[src/core/usur_pkg.sv]
// Package for the serial channel register port of the USB bridge.
// Assumes one 40 MHz system clock and a protocol engine on that same clock.
package usur_pkg;

  // Register offsets within the channel
  localparam logic [2:0] OFF_DATA  = 3'h0;  // Holding registers / divisor low
  localparam logic [2:0] OFF_IER   = 3'h1;  // Interrupt enable / divisor high
  localparam logic [2:0] OFF_QCTL  = 3'h2;  // Queue control (W) / interrupt status (R)
  localparam logic [2:0] OFF_LCR   = 3'h3;  // Line format control
  localparam logic [2:0] OFF_MCR   = 3'h4;  // Modem line control
  localparam logic [2:0] OFF_LSR   = 3'h5;  // Line state
  localparam logic [2:0] OFF_MSR   = 3'h6;  // Modem line state
  localparam logic [2:0] OFF_SCR   = 3'h7;  // Scratch byte

  // Field positions
  localparam int IER_RX_READY  = 0;  // Receive ready enable
  localparam int IER_TX_EMPTY  = 1;  // Transmit empty enable
  localparam int IER_RX_STATUS = 2;  // Receive line status enable
  localparam int IER_MODEM     = 3;  // Modem change enable
  localparam int IER_SLEEP     = 4;  // Channel clock stop
  localparam int IER_LIVE_BITS = 5;  // Bits that store; the rest read zero
  localparam int LCR_DIV_SEL   = 7;  // Divisor window select
  localparam int MCR_DTR       = 0;
  localparam int MCR_RTS       = 1;
  localparam int MCR_LOOP      = 4;
  localparam int QCTL_ENABLE   = 0;  // Queue mode enable

  // Reset values
  localparam logic [7:0] RST_BYTE = 8'h00;
  localparam logic [7:0] RST_LCR  = 8'h00;

  // Interrupt status codes, bits 5..0
  localparam logic [5:0] ISR_NONE      = 6'h01;
  localparam logic [5:0] ISR_RX_STATUS = 6'h06;
  localparam logic [5:0] ISR_RX_DATA   = 6'h04;
  localparam logic [5:0] ISR_TX_EMPTY  = 6'h02;
  localparam logic [5:0] ISR_MODEM     = 6'h00;

  // Setup packet decode
  localparam logic [1:0] REQ_TYPE_VENDOR = 2'h2;   // Type field of request type
  localparam logic [7:0] VND_WRITE_REG   = 8'h0e;  // Vendor register write code
  localparam logic [7:0] VND_READ_REG    = 8'h0d;  // Vendor register read code

  // Endpoint numbers of the function
  localparam logic [3:0] EP_CONTROL  = 4'h0;
  localparam logic [3:0] EP_BULK_IN  = 4'h1;
  localparam logic [3:0] EP_BULK_OUT = 4'h2;
  localparam logic [3:0] EP_INTR     = 4'h3;

  // Bit recovery
  localparam logic [1:0] REC_SAMPLE_PHASE = 2'h2;  // Mid-bit sample point after an edge

  // Setup packet from the protocol engine
  typedef struct packed {
    logic [7:0]  req_type;  // Bit 7 direction, 6:5 type
    logic [7:0]  request;
    logic [15:0] value;     // Low byte is write data
    logic [15:0] index;     // Low three bits are the offset
  } usur_setup_t;

  // Message for the interrupt endpoint
  typedef struct packed {
    logic [3:0] ep;
    logic [7:0] status;
  } usur_intr_msg_t;

  // Received character from the serial core
  typedef struct packed {
    logic [7:0] data;
    logic       brk;      // Break seen
    logic       framing;  // Framing error
    logic       parity;   // Parity error
  } usur_rx_char_t;

  // Bit recovery state
  typedef struct packed {
    logic       s1;
    logic       s2;
    logic       prev;
    logic [1:0] phase;
    logic       bit_out;
    logic       valid;
  } usur_rec_state_t;

  // Register port state
  typedef struct packed {
    logic [7:0] div_low;
    logic [7:0] div_high;
    logic [7:0] interrupt_enable;
    logic [7:0] queue_control;
    logic [7:0] line_format_control;
    logic [7:0] modem_line_control;
    logic [7:0] scratch_byte;
    logic [7:0] receive_holding;
    logic       rx_ready;
    logic [3:0] rx_err;       // Break, framing, parity, overrun
    logic       thr_empty;
    logic       transmit_empty_irq_irq;
    logic [3:0] modem_delta;  // Dcd, trailing ring, dsr, cts
    logic [3:0] modem_s1;
    logic [3:0] modem_s2;
    logic [3:0] modem_prev;
    logic [7:0] tx_data;
    logic       tx_valid;
    logic       resp_valid;
    logic       resp_stall;
    logic [7:0] resp_data;
    logic [5:0] isr_last;
    logic       intr_valid;
  } usur_state_t;

endpackage : usur_pkg

[src/core/usur_register_port.sv]
// Serial channel register port of the USB-to-serial bridge.
// Assumes the protocol engine delivers decoded setup packets on sys_clk and
// the serial core takes characters with a valid/ready handshake and delivers received ones on rx_valid alone.
//
// Notes on behaviour
// RQ1: Eight byte registers, mapping follows divisor select.
// RQ2: Offset zero write loads transmit holding.
// RQ3: Offset zero read returns receive holding.
// RQ4: Divisor select exposes divisor low/high bytes.
// RQ5: Enable bit 0 gates receive ready.
// RQ6: Enable bit 1 gates transmit empty.
// RQ7: Enable bit 2 gates receive line status.
// RQ8: Enable bit 3 gates modem change.
// RQ9: Enable bit 4 stops channel clock.
// RQ10: Control, bulk in/out, interrupt endpoints exposed.
// RQ11: Standard requests in hardware; bus powered only.
// RQ12: Vendor requests become register reads and writes.
// RQ13: Line recovered by four-times oversampling.
// RQ14: Logic clock comes from crystal multiplier.
// RQ15: Protocol engine does framing, checks, handshakes.
// RQ16: Line status errors raise interrupt, cleared on read.
// RQ17: Status reads 000001 idle, else top source.
// RQ18: Enable bits 7..5 read zero.
// RQ19: Scratch byte stores and returns any value.
`timescale 1ns/10ps
`default_nettype none
module usur_register_port
  import usur_pkg::*;
(
  // Clock and reset
  input  wire logic     sys_clk,
  input  wire logic     reset_n,
  input  wire logic     clk_en,
  // Setup requests from the protocol engine
  input  wire logic     setup_valid,
  input  wire usur_setup_t setup,
  output logic          resp_valid,
  output logic          resp_stall,
  output logic [7:0]    resp_data,
  // Interrupt endpoint
  output logic          intr_valid,
  output usur_intr_msg_t intr_msg,
  output logic          irq_pending,
  // Serial core, transmit side
  output logic          tx_valid,
  output logic [7:0]    tx_data,
  input  wire logic     tx_ready,
  input  wire logic     tx_idle,
  // Serial core, receive side
  input  wire logic     rx_valid,
  input  wire usur_rx_char_t rx_char,
  // Serial core configuration
  output logic [15:0]   divisor,
  output logic [7:0]    line_format_control,
  output logic [7:0]    queue_control,
  output logic          chan_clk_en,
  // Modem pins
  input  wire logic     cd_n,
  input  wire logic     ri_n,
  input  wire logic     dsr_n,
  input  wire logic     cts_n,
  output logic          rts_n,
  output logic          dtr_n,
  // Upstream line sampling
  input  wire logic     usb_line_in,
  input  wire logic     sample_tick,
  output logic          rec_bit,
  output logic          rec_valid
);

  usur_state_t st;       // Registered state
  usur_state_t next_st;  // Next state

  logic       is_vendor;  // Vendor class request
  logic       do_wr;      // Register write request
  logic       do_rd;      // Register read request
  logic [2:0] off;        // Decoded offset
  logic [7:0] wbyte;      // Write data
  logic       divisor_window_select;        // Divisor window selected
  logic [5:0] isr_now;    // Current status code
  logic [7:0] lsr_now;    // Current line state
  logic [7:0] msr_now;    // Current modem line state

  // Highest pending source, priority fixed by level
  function automatic logic [5:0] usur_isr_code(input usur_state_t s);
    logic [5:0] code;
    code = ISR_NONE;                                                       // RQ17
    if (s.interrupt_enable[IER_MODEM] && (|s.modem_delta))
      code = ISR_MODEM;                                                    // RQ8
    if (s.interrupt_enable[IER_TX_EMPTY] && s.transmit_empty_irq_irq)
      code = ISR_TX_EMPTY;                                                 // RQ6
    if (s.interrupt_enable[IER_RX_READY] && s.rx_ready)
      code = ISR_RX_DATA;                                                  // RQ5
    if (s.interrupt_enable[IER_RX_STATUS] && (|s.rx_err))
      code = ISR_RX_STATUS;                                                // RQ7 RQ16
    return code;
  endfunction : usur_isr_code

  // Read value at an offset, window chosen by divisor select
  function automatic logic [7:0] usur_read_mux(input usur_state_t s, input logic [2:0] o,
                                               input logic [7:0] line_state, input logic [7:0] modem_line_state,
                                               input logic [5:0] interrupt_status);
    logic [7:0] r;
    r = RST_BYTE;
    case (o)
      OFF_DATA: r = s.line_format_control[LCR_DIV_SEL] ? s.div_low : s.receive_holding;
      OFF_IER:  r = s.line_format_control[LCR_DIV_SEL] ? s.div_high : s.interrupt_enable;
      OFF_QCTL: r = {{2{s.queue_control[QCTL_ENABLE]}}, interrupt_status};
      OFF_LCR:  r = s.line_format_control;
      OFF_MCR:  r = s.modem_line_control;
      OFF_LSR:  r = line_state;
      OFF_MSR:  r = modem_line_state;
      OFF_SCR:  r = s.scratch_byte;                                        // RQ19
      default:  r = RST_BYTE;
    endcase
    return r;
  endfunction : usur_read_mux

  // Request decode; standard requests are taken by the engine, not here
  always_comb
  begin
    is_vendor = setup_valid && (setup.req_type[6:5] == REQ_TYPE_VENDOR);   // RQ11
    do_wr     = is_vendor && !setup.req_type[7] && (setup.request == VND_WRITE_REG); // RQ12
    do_rd     = is_vendor && setup.req_type[7] && (setup.request == VND_READ_REG);   // RQ12
    off       = setup.index[2:0];
    wbyte     = setup.value[7:0];
    divisor_window_select       = st.line_format_control[LCR_DIV_SEL];                       // RQ1
    isr_now   = usur_isr_code(st);
    lsr_now   = {|st.rx_err, st.thr_empty && tx_idle, st.thr_empty, st.rx_err, st.rx_ready};
    msr_now   = {st.modem_s2, st.modem_delta};
  end

  // Next state: read side-effect clears are applied first so that sets in the same cycle win
  always_comb
  begin
    next_st            = st;
    next_st.resp_valid = 1'b0;
    next_st.resp_stall = 1'b0;
    next_st.intr_valid = 1'b0;
    // Modem pins: two stages before any logic looks at them
    next_st.modem_s1   = ~{cd_n, ri_n, dsr_n, cts_n};
    next_st.modem_s2   = st.modem_s1;
    next_st.modem_prev = st.modem_s2;

    // Reads and their side effects
    if (do_rd)
    begin
      next_st.resp_valid = 1'b1;
      next_st.resp_data  = usur_read_mux(st, off, lsr_now, msr_now, isr_now); // RQ12
      if ((off == OFF_DATA) && !divisor_window_select)
        next_st.rx_ready = 1'b0;                                           // RQ3
      if (off == OFF_LSR)
        next_st.rx_err = '0;                                               // RQ16
      if (off == OFF_MSR)
        next_st.modem_delta = '0;
      if ((off == OFF_QCTL) && (isr_now == ISR_TX_EMPTY))
        next_st.transmit_empty_irq_irq = 1'b0;
    end
    else if (is_vendor && !do_wr)
      next_st.resp_stall = 1'b1;  // Unknown vendor code

    // Character taken by the serial core
    if (st.tx_valid && tx_ready)
    begin
      next_st.tx_valid  = 1'b0;
      next_st.thr_empty = 1'b1;
      next_st.transmit_empty_irq_irq  = 1'b1;
    end

    // Writes
    if (do_wr)
    begin
      next_st.resp_valid = 1'b1;  // Zero-length status stage
      case (off)
        OFF_DATA:
        begin
          if (divisor_window_select)
            next_st.div_low = wbyte;                                       // RQ4
          else
          begin
            next_st.tx_data   = wbyte;                                     // RQ2
            next_st.tx_valid  = 1'b1;
            next_st.thr_empty = 1'b0;
            next_st.transmit_empty_irq_irq  = 1'b0;
          end
        end
        OFF_IER:
        begin
          if (divisor_window_select)
            next_st.div_high = wbyte;                                      // RQ4
          else
            next_st.interrupt_enable = {3'h0, wbyte[IER_LIVE_BITS-1:0]};   // RQ18
        end
        OFF_QCTL: next_st.queue_control       = wbyte;
        OFF_LCR:  next_st.line_format_control = wbyte;
        OFF_MCR:  next_st.modem_line_control  = wbyte;
        OFF_SCR:  next_st.scratch_byte        = wbyte;                     // RQ19
        default:  next_st.scratch_byte        = st.scratch_byte;  // Read-only offsets
      endcase
    end

    // Received character; overrun if the last one was never read
    if (rx_valid)
    begin
      // Overrun looks at the ready flag before this character sets it
      next_st.rx_err          = next_st.rx_err |
                                {rx_char.brk, rx_char.framing, rx_char.parity, next_st.rx_ready}; // RQ16
      next_st.receive_holding = rx_char.data;
      next_st.rx_ready        = 1'b1;
    end

    // Modem change flags: any change, ring only on its trailing edge
    next_st.modem_delta = next_st.modem_delta |
                          {st.modem_s2[3] ^ st.modem_prev[3],
                           st.modem_prev[2] & ~st.modem_s2[2],
                           st.modem_s2[1:0] ^ st.modem_prev[1:0]};

    // Notify the interrupt endpoint when the status code changes to a pending one
    next_st.isr_last = isr_now;
    if ((isr_now != st.isr_last) && !isr_now[0])
      next_st.intr_valid = 1'b1;                                           // RQ10
  end

  // State register; the clock enable freezes everything
  always_ff @(posedge sys_clk or negedge reset_n)
  begin
    if (!reset_n)
    begin
      st                     <= '0;
      st.line_format_control <= RST_LCR;
      st.thr_empty           <= 1'b1;
      st.isr_last            <= ISR_NONE;
    end
    else if (clk_en)
      st <= next_st;
  end

  // Line recovery; the 4x tick derives from the multiplied logic clock
  usur_bit_recover u_rec (                                                 // RQ13 RQ14 RQ15
    .sys_clk     (sys_clk),
    .reset_n     (reset_n),
    .clk_en      (clk_en),
    .line_in     (usb_line_in),
    .sample_tick (sample_tick),
    .rec_bit     (rec_bit),
    .rec_valid   (rec_valid)
  );

  // Outputs
  assign resp_valid          = st.resp_valid;
  assign resp_stall          = st.resp_stall;
  assign resp_data           = st.resp_data;
  assign intr_valid          = st.intr_valid;
  assign intr_msg            = '{ep: EP_INTR, status: {2'h0, st.isr_last}};
  assign irq_pending         = !st.isr_last[0];                            // RQ17
  assign tx_valid            = st.tx_valid;
  assign tx_data             = st.tx_data;
  assign divisor             = {st.div_high, st.div_low};                  // RQ4
  assign line_format_control = st.line_format_control;
  assign queue_control       = st.queue_control;
  assign chan_clk_en         = !st.interrupt_enable[IER_SLEEP];            // RQ9
  // Modem outputs go inactive in loop-back
  assign rts_n = !(st.modem_line_control[MCR_RTS] && !st.modem_line_control[MCR_LOOP]);
  assign dtr_n = !(st.modem_line_control[MCR_DTR] && !st.modem_line_control[MCR_LOOP]);

endmodule : usur_register_port
`default_nettype wire

[src/core/usur_bit_recover.sv]
// Oversampling bit clock recovery for the upstream line.
// Assumes sample_tick pulses at four times the bit rate on sys_clk.
`timescale 1ns/10ps
`default_nettype none
module usur_bit_recover
  import usur_pkg::*;
(
  // Clock and reset
  input  wire logic sys_clk,
  input  wire logic reset_n,
  input  wire logic clk_en,
  // Line side
  input  wire logic line_in,
  input  wire logic sample_tick,
  // Recovered stream
  output logic      rec_bit,
  output logic      rec_valid
);

  usur_rec_state_t st;       // Registered state
  usur_rec_state_t next_st;  // Next state

  // Phase restarts on every edge, so jitter and drift are tracked
  always_comb
  begin
    next_st       = st;
    next_st.s1    = line_in;
    next_st.s2    = st.s1;
    next_st.valid = 1'b0;
    if (sample_tick)
    begin
      next_st.prev = st.s2;
      if (st.s2 != st.prev)
        next_st.phase = '0;  // RQ13
      else
        next_st.phase = st.phase + 2'h1;
      // Sample at mid-bit
      if (next_st.phase == REC_SAMPLE_PHASE)
      begin
        next_st.bit_out = st.s2;  // RQ13
        next_st.valid   = 1'b1;
      end
    end
  end

  // State register
  always_ff @(posedge sys_clk or negedge reset_n)
  begin
    if (!reset_n)
      st <= '0;
    else if (clk_en)
      st <= next_st;
  end

  assign rec_bit   = st.bit_out;
  assign rec_valid = st.valid;

endmodule : usur_bit_recover
`default_nettype wire

[config.mk]
export PLATFORM = sky130hd
export DESIGN_NAME = usur_register_port
export DESIGN_NICKNAME = d
export VERILOG_FILES = /design/src/core/usur_pkg.sv /design/src/core/usur_register_port.sv /design/src/core/usur_bit_recover.sv
export SDC_FILE = /design/constraint.sdc
export NUM_CORES = 1
export LEC_CHECK = 0
export ABC_AREA = 1
export ABC_CLOCK_PERIOD_IN_PS = 1800
export BUFFER_PORTS_ARGS = -buffer_cell sky130_fd_sc_hd__buf_2
export CORE_UTILIZATION = 53
export DETAILED_ROUTE_END_ITERATION = 10
export GPL_TIMING_DRIVEN = 0
export PLACE_DENSITY_LB_ADDON = 0.25
export SYNTH_ARGS = -nofsm -noshare
export SYNTH_HDL_FRONTEND = slang
export SYNTH_SLANG_ARGS = --single-unit
[constraint.sdc]
create_clock -name sys_clk -period 1.8 [get_ports sys_clk]
set_clock_uncertainty 0.05 [all_clocks]
set_input_delay 0.36 -clock sys_clk [delete_from_list [all_inputs] [get_ports sys_clk]]
set_output_delay 0.36 -clock sys_clk [all_outputs]
set_load 0.005 [all_outputs]
==> impl_results.md, run 1 <==
- Hold_ws: 0.00697 ns
- Final period util: about nine tenths
- HP Class: in -> reg
- Setup bufs post-CTS: 0
- Synth Warn #: 0
- Unique masters post-synth: 33
- Post-Synth Simple-Gate Area: 20.7%
- Global-route wire length before repair: 24.0 mm
- DIE HEIGHT: 105 um
- Drt via density: about 5.1
- P&R area growth vs syn: 25.7%
- First-pass DRT Iterations: 5
- Detailed Place HPWL: ~10 mm
- Switch Pwr: 0.00157 W
- Post-CTS resize count: 0
- Critical path fanouts, max: 3
- RSZ-0062 raised after global routing: no
- CP endpoint kind: primary output
- Drc violations: 0
- Core area: 10300 sq um
- Clk pwr share: 52.4%
- Worst setup margin: between 0.15 and 0.2 ns
- Static leakage: 3.79 nW
- Worst r2r dst: divisor[15]
- Routed Antenna Nets: 0
- Largest family of logic cells by synthesized area: simple AND/OR/NAND/NOR gates
- Initial core utilization: a little over half
- Critical Path RT: about 1.4 ns
- Worst path cell trace: inv_1 > buf_2
- Seq pwr share: 40.5%
- Internal Power: 0.00510 W
- Slew Limit Fails: 0
- Crit path time final: between 1.5 and 2 ns
- GRT overflow: 0
- WP data arrival: around 1.2 ns
- Max-Cap Viols: 0
- Worst reg-to-reg setup slack: roughly 0.19 ns
- F_max: 0.612 GHz
- Clk slew on worst S/H paths: around 0.050 ns
- Worst Reg-to-Reg Cells: 6
- Max VDD drop: 0.000603 V
- Synth area leaders: dfrtp_1 50%, nand2_1 13%, buf_4 8.3%
- Post-synthesis adder-cell area fraction: 0%
- Combinational Power Share: 7.1%
- Hold buffers post-CTS: 7
- Largest net degree at the start of global routing: 68
- Power per cell area: about 950 nW/um^2
- Final Cell Area: 7030 sq um
- Pre-CTS setup slack: -0.0706 ns
- R2R Path Start: line_format_control[7]
- Kind of critical path: reg -> out
- Gr usage total: between 20 and 30%
- CTS sink count: around 110
- Mapped Area: about 5600 sq um
- Share of cells above drive strength 1: between 20% and 30%
- Starting DRT DRC Count: 384
- Hold Startpoint: rx_char[9]
- Root Driver: clkbuf_8
- Via count: 4985
- Complex-gate fraction of the synthesized area: between 10% and 20%
- Worst rel slew slack: 58.0%
- Top cell type's share of synthesized area: 50.1%
- Worst setup SP type: register
- Status: finished, final reports clean
- Seq/Total Area, Yosys: 51.1%
- Worst Tran Pin Value: 0.629 ns
- Ys async rst share: 100%
- Vias in the first global route: 4710
- Final Hold Vio Count: 0
- Worst hold stages: 3
- Post-synth top flop: dfrtp_1
- TritonCTS clock tree: yes
- Die area: 11000 sq um
- Syn_area_per_cell: ~8 sq um
- Hold endpoint: st[55]
- Number of synthesized flops with an enable pin: 0
- Drt wl/cell: about 15 um
- Clk buf depth: 2
- Number of synthesized register bits: 114
- Final wirelength: 14.8 mm
- Routability cong.: 0.937
- Row count: 37
- Final setup viols: 0
- Sw Share: 23.5%
- Post-synthesis mux area share: 0.179%
- Die span in x: 105 um
- # IOs: 142
- Cells after synthesis: 684
- Clk_lat worst skew: 0.52 ns
- Worst path max stage delay: ~0.53 ns
- Fin Setup TNS: 0 ns
- Slowest CP cell: dfstp_2
- Diode count: 0
- Nets: 895
- XOR/XNOR share of the synthesized area: 0.157%
- Post-DP Area: between 6000 and 7000 sq um
- Total CTS buffers: 17
- Initial antenna violation count: 0
- I/O Buffers: 105
- Area leader, netlist: dfrtp_1
- CTS H-tree depth: 4
Yosys cell counts, types with 2 or more instances:
cell type and instances:
o21ai_0 62, o22ai_1 4, clkbuf_1 6, o21ai_1 43, conb_1 2, a21oi_1 24
nand2_2 6, dfstp_2 2, o21ai_2 8, nand4_1 3, nand3_1 20, inv_1 61
buf_2 9, nor2_1 46, buf_4 62, nand2_1 197, nand3b_1 2, dfrtp_1 112
logic make-up (layout without fill, tap and decap cells):
logic type | count (synthesis) | after routing
muxes | 1 | 1
and+or+nand+nor | 280 | 280
xor gates and xnor gates | 1 | 1
other | 2 | 9
DFF | 114 | 114
AOI/OAI and AO/OA | 145 | 145
buffers and inverters | 141 | 286
cell type report:
type                            count  area, sq um
Tap cell                          136          170
Buffer                             79          548
Inverter                           62          233
Fill cell                         866         3250
Sequential cell                   114         2860
Timing Repair Buffer              113          626
Multi-Input combinational cell    436         1980
Clock buffer                       19          432
Clock inverter                     13          184
state kept, by name (all words and copies together) (netlist names):
register / cells
u_rec.rec_bit: 1
resp_data: 8
st: 34
resp_valid: 1
msr_now: 8
next_st: 4
queue_control: 8
lsr_now: 6
tx_valid: 1
tx_data: 8
u_rec.rec_valid: 1
divisor: 16
resp_stall: 1
intr_msg: 3
intr_valid: 1
u_rec.st: 4
u_rec.next_st: 1
line_format_control: 8
per-stage QoR:
stage / power [W] / utilization [%] / cells
6_report: 0.00667 / 68.4 / 972
5_1_grt: 0.00686 / 68.4 / 972
4_1_cts: 0.00667 / 68.4 / 972
3_5_place_dp: 0.00320 / 61.7 / 933
3_3_place_gp: 0.00317 / 61.4 / 932
2_1_floorplan: 0.00298 / - / 691
power by group through the flow:
stage               Sequential [W]  Combinational, W  Clock (W)
finish                     0.00270          0.000476    0.00350
global route               0.00271          0.000538    0.00361
CTS                        0.00270          0.000476    0.00349
detailed placement         0.00274          0.000458          0
global placement           0.00274          0.000433          0
floorplan                  0.00273          0.000242          0
worst max-delay path by stage:
stage	from	end	cells past startpoint
2_1_floorplan	setup[1]	divisor[0]	9
3_3_place_gp	reset_n	queue_control[2]	1
3_5_place_dp	setup[39]	queue_control[4]	10
4_1_cts	intr_msg[0]	irq_pending	2
5_1_grt	line_format_control[7]	divisor[14]	6
6_report	intr_msg[0]	irq_pending	2
worst max-delay path: cells and delay by family (launching register included):
kind	cells	cell delay, ns
DFF	1	0.53
buffers and inverters	2	0.18
metal layers:
metal	up-vias	wire, um	GRT usage [%]
li1	2388	-	-
met1	2325	6560	38.9
met2	240	6860	45.0
met3	32	1000	5.74
met4	0	416	12.7
met5	-	0	0
cells in the final DEF, fill, tap and decap left out, drive strengths merged, types with 2 or more instances in the layout:
master       Yosys  layout
dlygate4sd3      0       7
inv             61      62
clkinv           1       6
o22ai            4       4
a21oi           24      24
buf             73     179
nand3b           2       2
o21ai          113     113
bufinv           0       4
clkbuf           6      25
nand3           21      21
dfrtp          112     112
nand4            3       3
nand2          204     204
clkinvlp         0       3
nor2            49      49
dfstp            2       2
conb             2       9
No activity file was read; power rests on OpenSTA's default activity.
==> run 2, diff against run 1 <==
==> constraint.sdc (replaced) <==
create_clock -name sys_clk -period 1.8 [get_ports sys_clk]
set_clock_uncertainty 0.05 [all_clocks]
set_input_delay 0.09 -clock sys_clk [delete_from_list [all_inputs] [get_ports sys_clk]]
set_output_delay 0.09 -clock sys_clk [all_outputs]
set_load 0.005 [all_outputs]
==> run 2 against run 1 <==
Net effect:
- clock power barely moved
- setup slack got worse by 0.032 ns
- die area did not move
- cell count rose by 2.6%
- total power rose by 0.67%
- sequential share of layout area fell by 1.4 points
- combinational power rose by 10%
- routed wire length rose by 3.3%
- global-route usage rose by 0.98 points
- register-to-register slack barely moved
==> impl_results.md, run 2 (synthesized netlist as in run 1, its figures left out) <==
- Status: finished, final reports clean (unchanged)
- Final wirelength: 15.3 mm (was 14.8 mm)
- Met1 Use GR: 39.8% (was 38.9%)
- Most common cell after layout, fill and taps aside: nand2_1 (unchanged)
- Routing usage on met3: 5.74% (unchanged)
- Drt wl/cell: 15.4 um (was 15.3 um)
- Diode count: 0 (unchanged)
- Worst rel slew slack: 57.9% (was 58.0%)
- Vias in the first global route: 4906 (was 4710)
- P&R area growth vs syn: 30.2% (was 25.7%)
- Final setup viols: 0 (unchanged)
- Drt via density: 5.14 (was 5.13)
- Starting DRT DRC Count: 382 (was 384)
- WP data arrival: 2.00 ns (was 1.22 ns)
- Initial antenna violation count: 0 (unchanged)
- Routability cong.: 0.937 (unchanged)
- HP Class: in -> reg (unchanged)
- CP endpoint kind: register (was primary output)
- Core area: 10300 sq um (unchanged)
- Final Non-Filler Cells: 997 (was 972)
- # IOs: 142 (unchanged)
- Clk_lat worst skew: 0.52 ns (about the same)
- Post-Place Cells: 933 (unchanged)
- I/O Buffers: 105 (unchanged)
- GRT overflow: 0 (unchanged)
- Pre-CTS setup slack: 0.199 ns (was -0.0706 ns)
- Die span in x: 105 um (unchanged)
- Final Hold Vio Count: 0 (unchanged)
- Drc violations: 0 (unchanged)
- First-pass DRT Iterations: 7 (was 5)
- Most frequent cells in the layout: 197 x nand2_1, 113 x buf_2, 112 x dfrtp_1 (unchanged)
- RSZ-0062 raised after global routing: no (unchanged)
- Gr usage total: 29.7% (was 28.8%)
- CTS H-tree depth: 4 (unchanged)
- Initial core utilization: 54.4% (unchanged)
- DIE HEIGHT: 105 um (unchanged)
- Grt met2 use: 47.6% (was 45.0%)
- Critical Path RT: 2.14 ns (was 1.39 ns)
- Via count: 5127 (was 4985)
- Max VDD drop: 0.000603 V (about the same)
- Root Driver: clkbuf_8 (unchanged)
- Clk slew on worst S/H paths: 0.05 ns (about the same)
- Share of cells above drive strength 1: 26.7% (was 27.5%)
- TritonCTS clock tree: yes (unchanged)
- Row count: 37 (unchanged)
- Register with the most flip-flops: st (unchanged)
- Worst Tran Pin Value: 0.631 ns (was 0.629 ns)
- Hold buffers post-CTS: 32 (was 7)
- Static leakage: 3.89 nW (was 3.79 nW)
- Post-CTS resize count: 0 (unchanged)
- Total CTS buffers: 17 (unchanged)
- CTS sink count: 114 (unchanged)
- Critical path fanouts, max: 10 (was 3)
- Worst setup SP type: input port (was register)
- Global-route wire length before repair: 24.8 mm (was 24.0 mm)
- Gr busiest metal: met2 (unchanged)
- Routed Antenna Nets: 0 (unchanged)
- Slew Limit Fails: 0 (unchanged)
- Kind of critical path: in -> reg (was reg -> out)
- Max-Cap Viols: 0 (unchanged)
- F_max: 0.600 GHz (was 0.612 GHz)
- Crit path time final: 1.67 ns (was 1.63 ns)
- Number of flip-flops in the largest register: 34 (unchanged)
- Nets: 920 (was 895)
- Largest net degree at the start of global routing: 68 (unchanged)
- Final period util: 92.6% (was 90.8%)
- Power per cell area: 923 nW/um^2 (was 949 nW/um^2)
- Detailed Place HPWL: 10.4 mm (unchanged)
- Setup bufs post-CTS: 0 (unchanged)
- Worst setup margin: 0.133 ns (was 0.165 ns)
- Clk buf depth: 2 (unchanged)
- Die area: 11000 sq um (unchanged)
## run 2: changes by cell type in the layout (fill, tap and decap cells not counted)
cell           change
dlygate4sd3_1     +25
## run 2: final cells by class
type                       count  area (sq um)
buffer                        79           548
clock buffer                  19           432
clock inverter                13           184
fill                         821          3000
inverter                      62           233
multi-input combinational    436          1980
sequential                   114          2860
tap                          136           170
timing repair buffer         138           876
## run 2: worst paths after layout
kind	cells past startpoint	slack [ns]	startpoint	to
worst max-delay path	11	0.13	setup[45]	lsr_now[1]
worst min-delay path	5	0.005	clk_en	tx_valid
worst min register to register	2	0.43	resp_data[0]	resp_data[0]
worst max register to register	6	0.20	line_format_control[7]	divisor[15]
min in group asynchronous	2	0.08	reset_n	u_rec.st[3]
max in group asynchronous	3	0.85	reset_n	intr_msg[0]
## run 2: power by group
part | switching [W] | internal, W | total [W]
clock network | 0.00121 | 0.00228 | 0.00349
registers | 0.0000446 | 0.00265 | 0.00270
logic | 0.000325 | 0.000201 | 0.000525
total | 0.00158 | 0.00514 | 0.00672
## run 2: metrics by stage
step | TNS (ns) | hold WS [ns] | total power (W) | utilization [%] | instance area, sq um
final | 0 | 0.00461 | 0.00672 | 70.8 | 7280
after CTS | 0 | 0.00204 | 0.00671 | 70.8 | 7280
after global placement | -75.48 | 0.241 | 0.00317 | 61.4 | 6310
after global routing | 0 | 0.0466 | 0.00691 | 70.8 | 7280
after detailed placement | 0 | 0.0996 | 0.00320 | 61.7 | 6340
after floorplan | 0 | -0.256 | 0.00298 | - | 5620
## run 2: worst max-delay path: stages
cell	delay, ns
dlygate4sd3_1	0.53
buf_2	0.12
inv_1	0.05
nand3_1	0.08
nor2_1	0.17
nand2_1	0.12
inv_1	0.12
nand2_1	0.12
clkbuf_1	0.24
o21ai_0	0.27
nand2_1	0.09
## run 2: routing by layer
| metal | wire (um) | vias up |
|---|---|---|
| met1 | 6820 | 2405 |
| met2 | 7120 | 240 |
| met5 | 0 | - |
| met4 | 452 | 0 |
| met3 | 928 | 42 |
| li1 | - | 2440 |
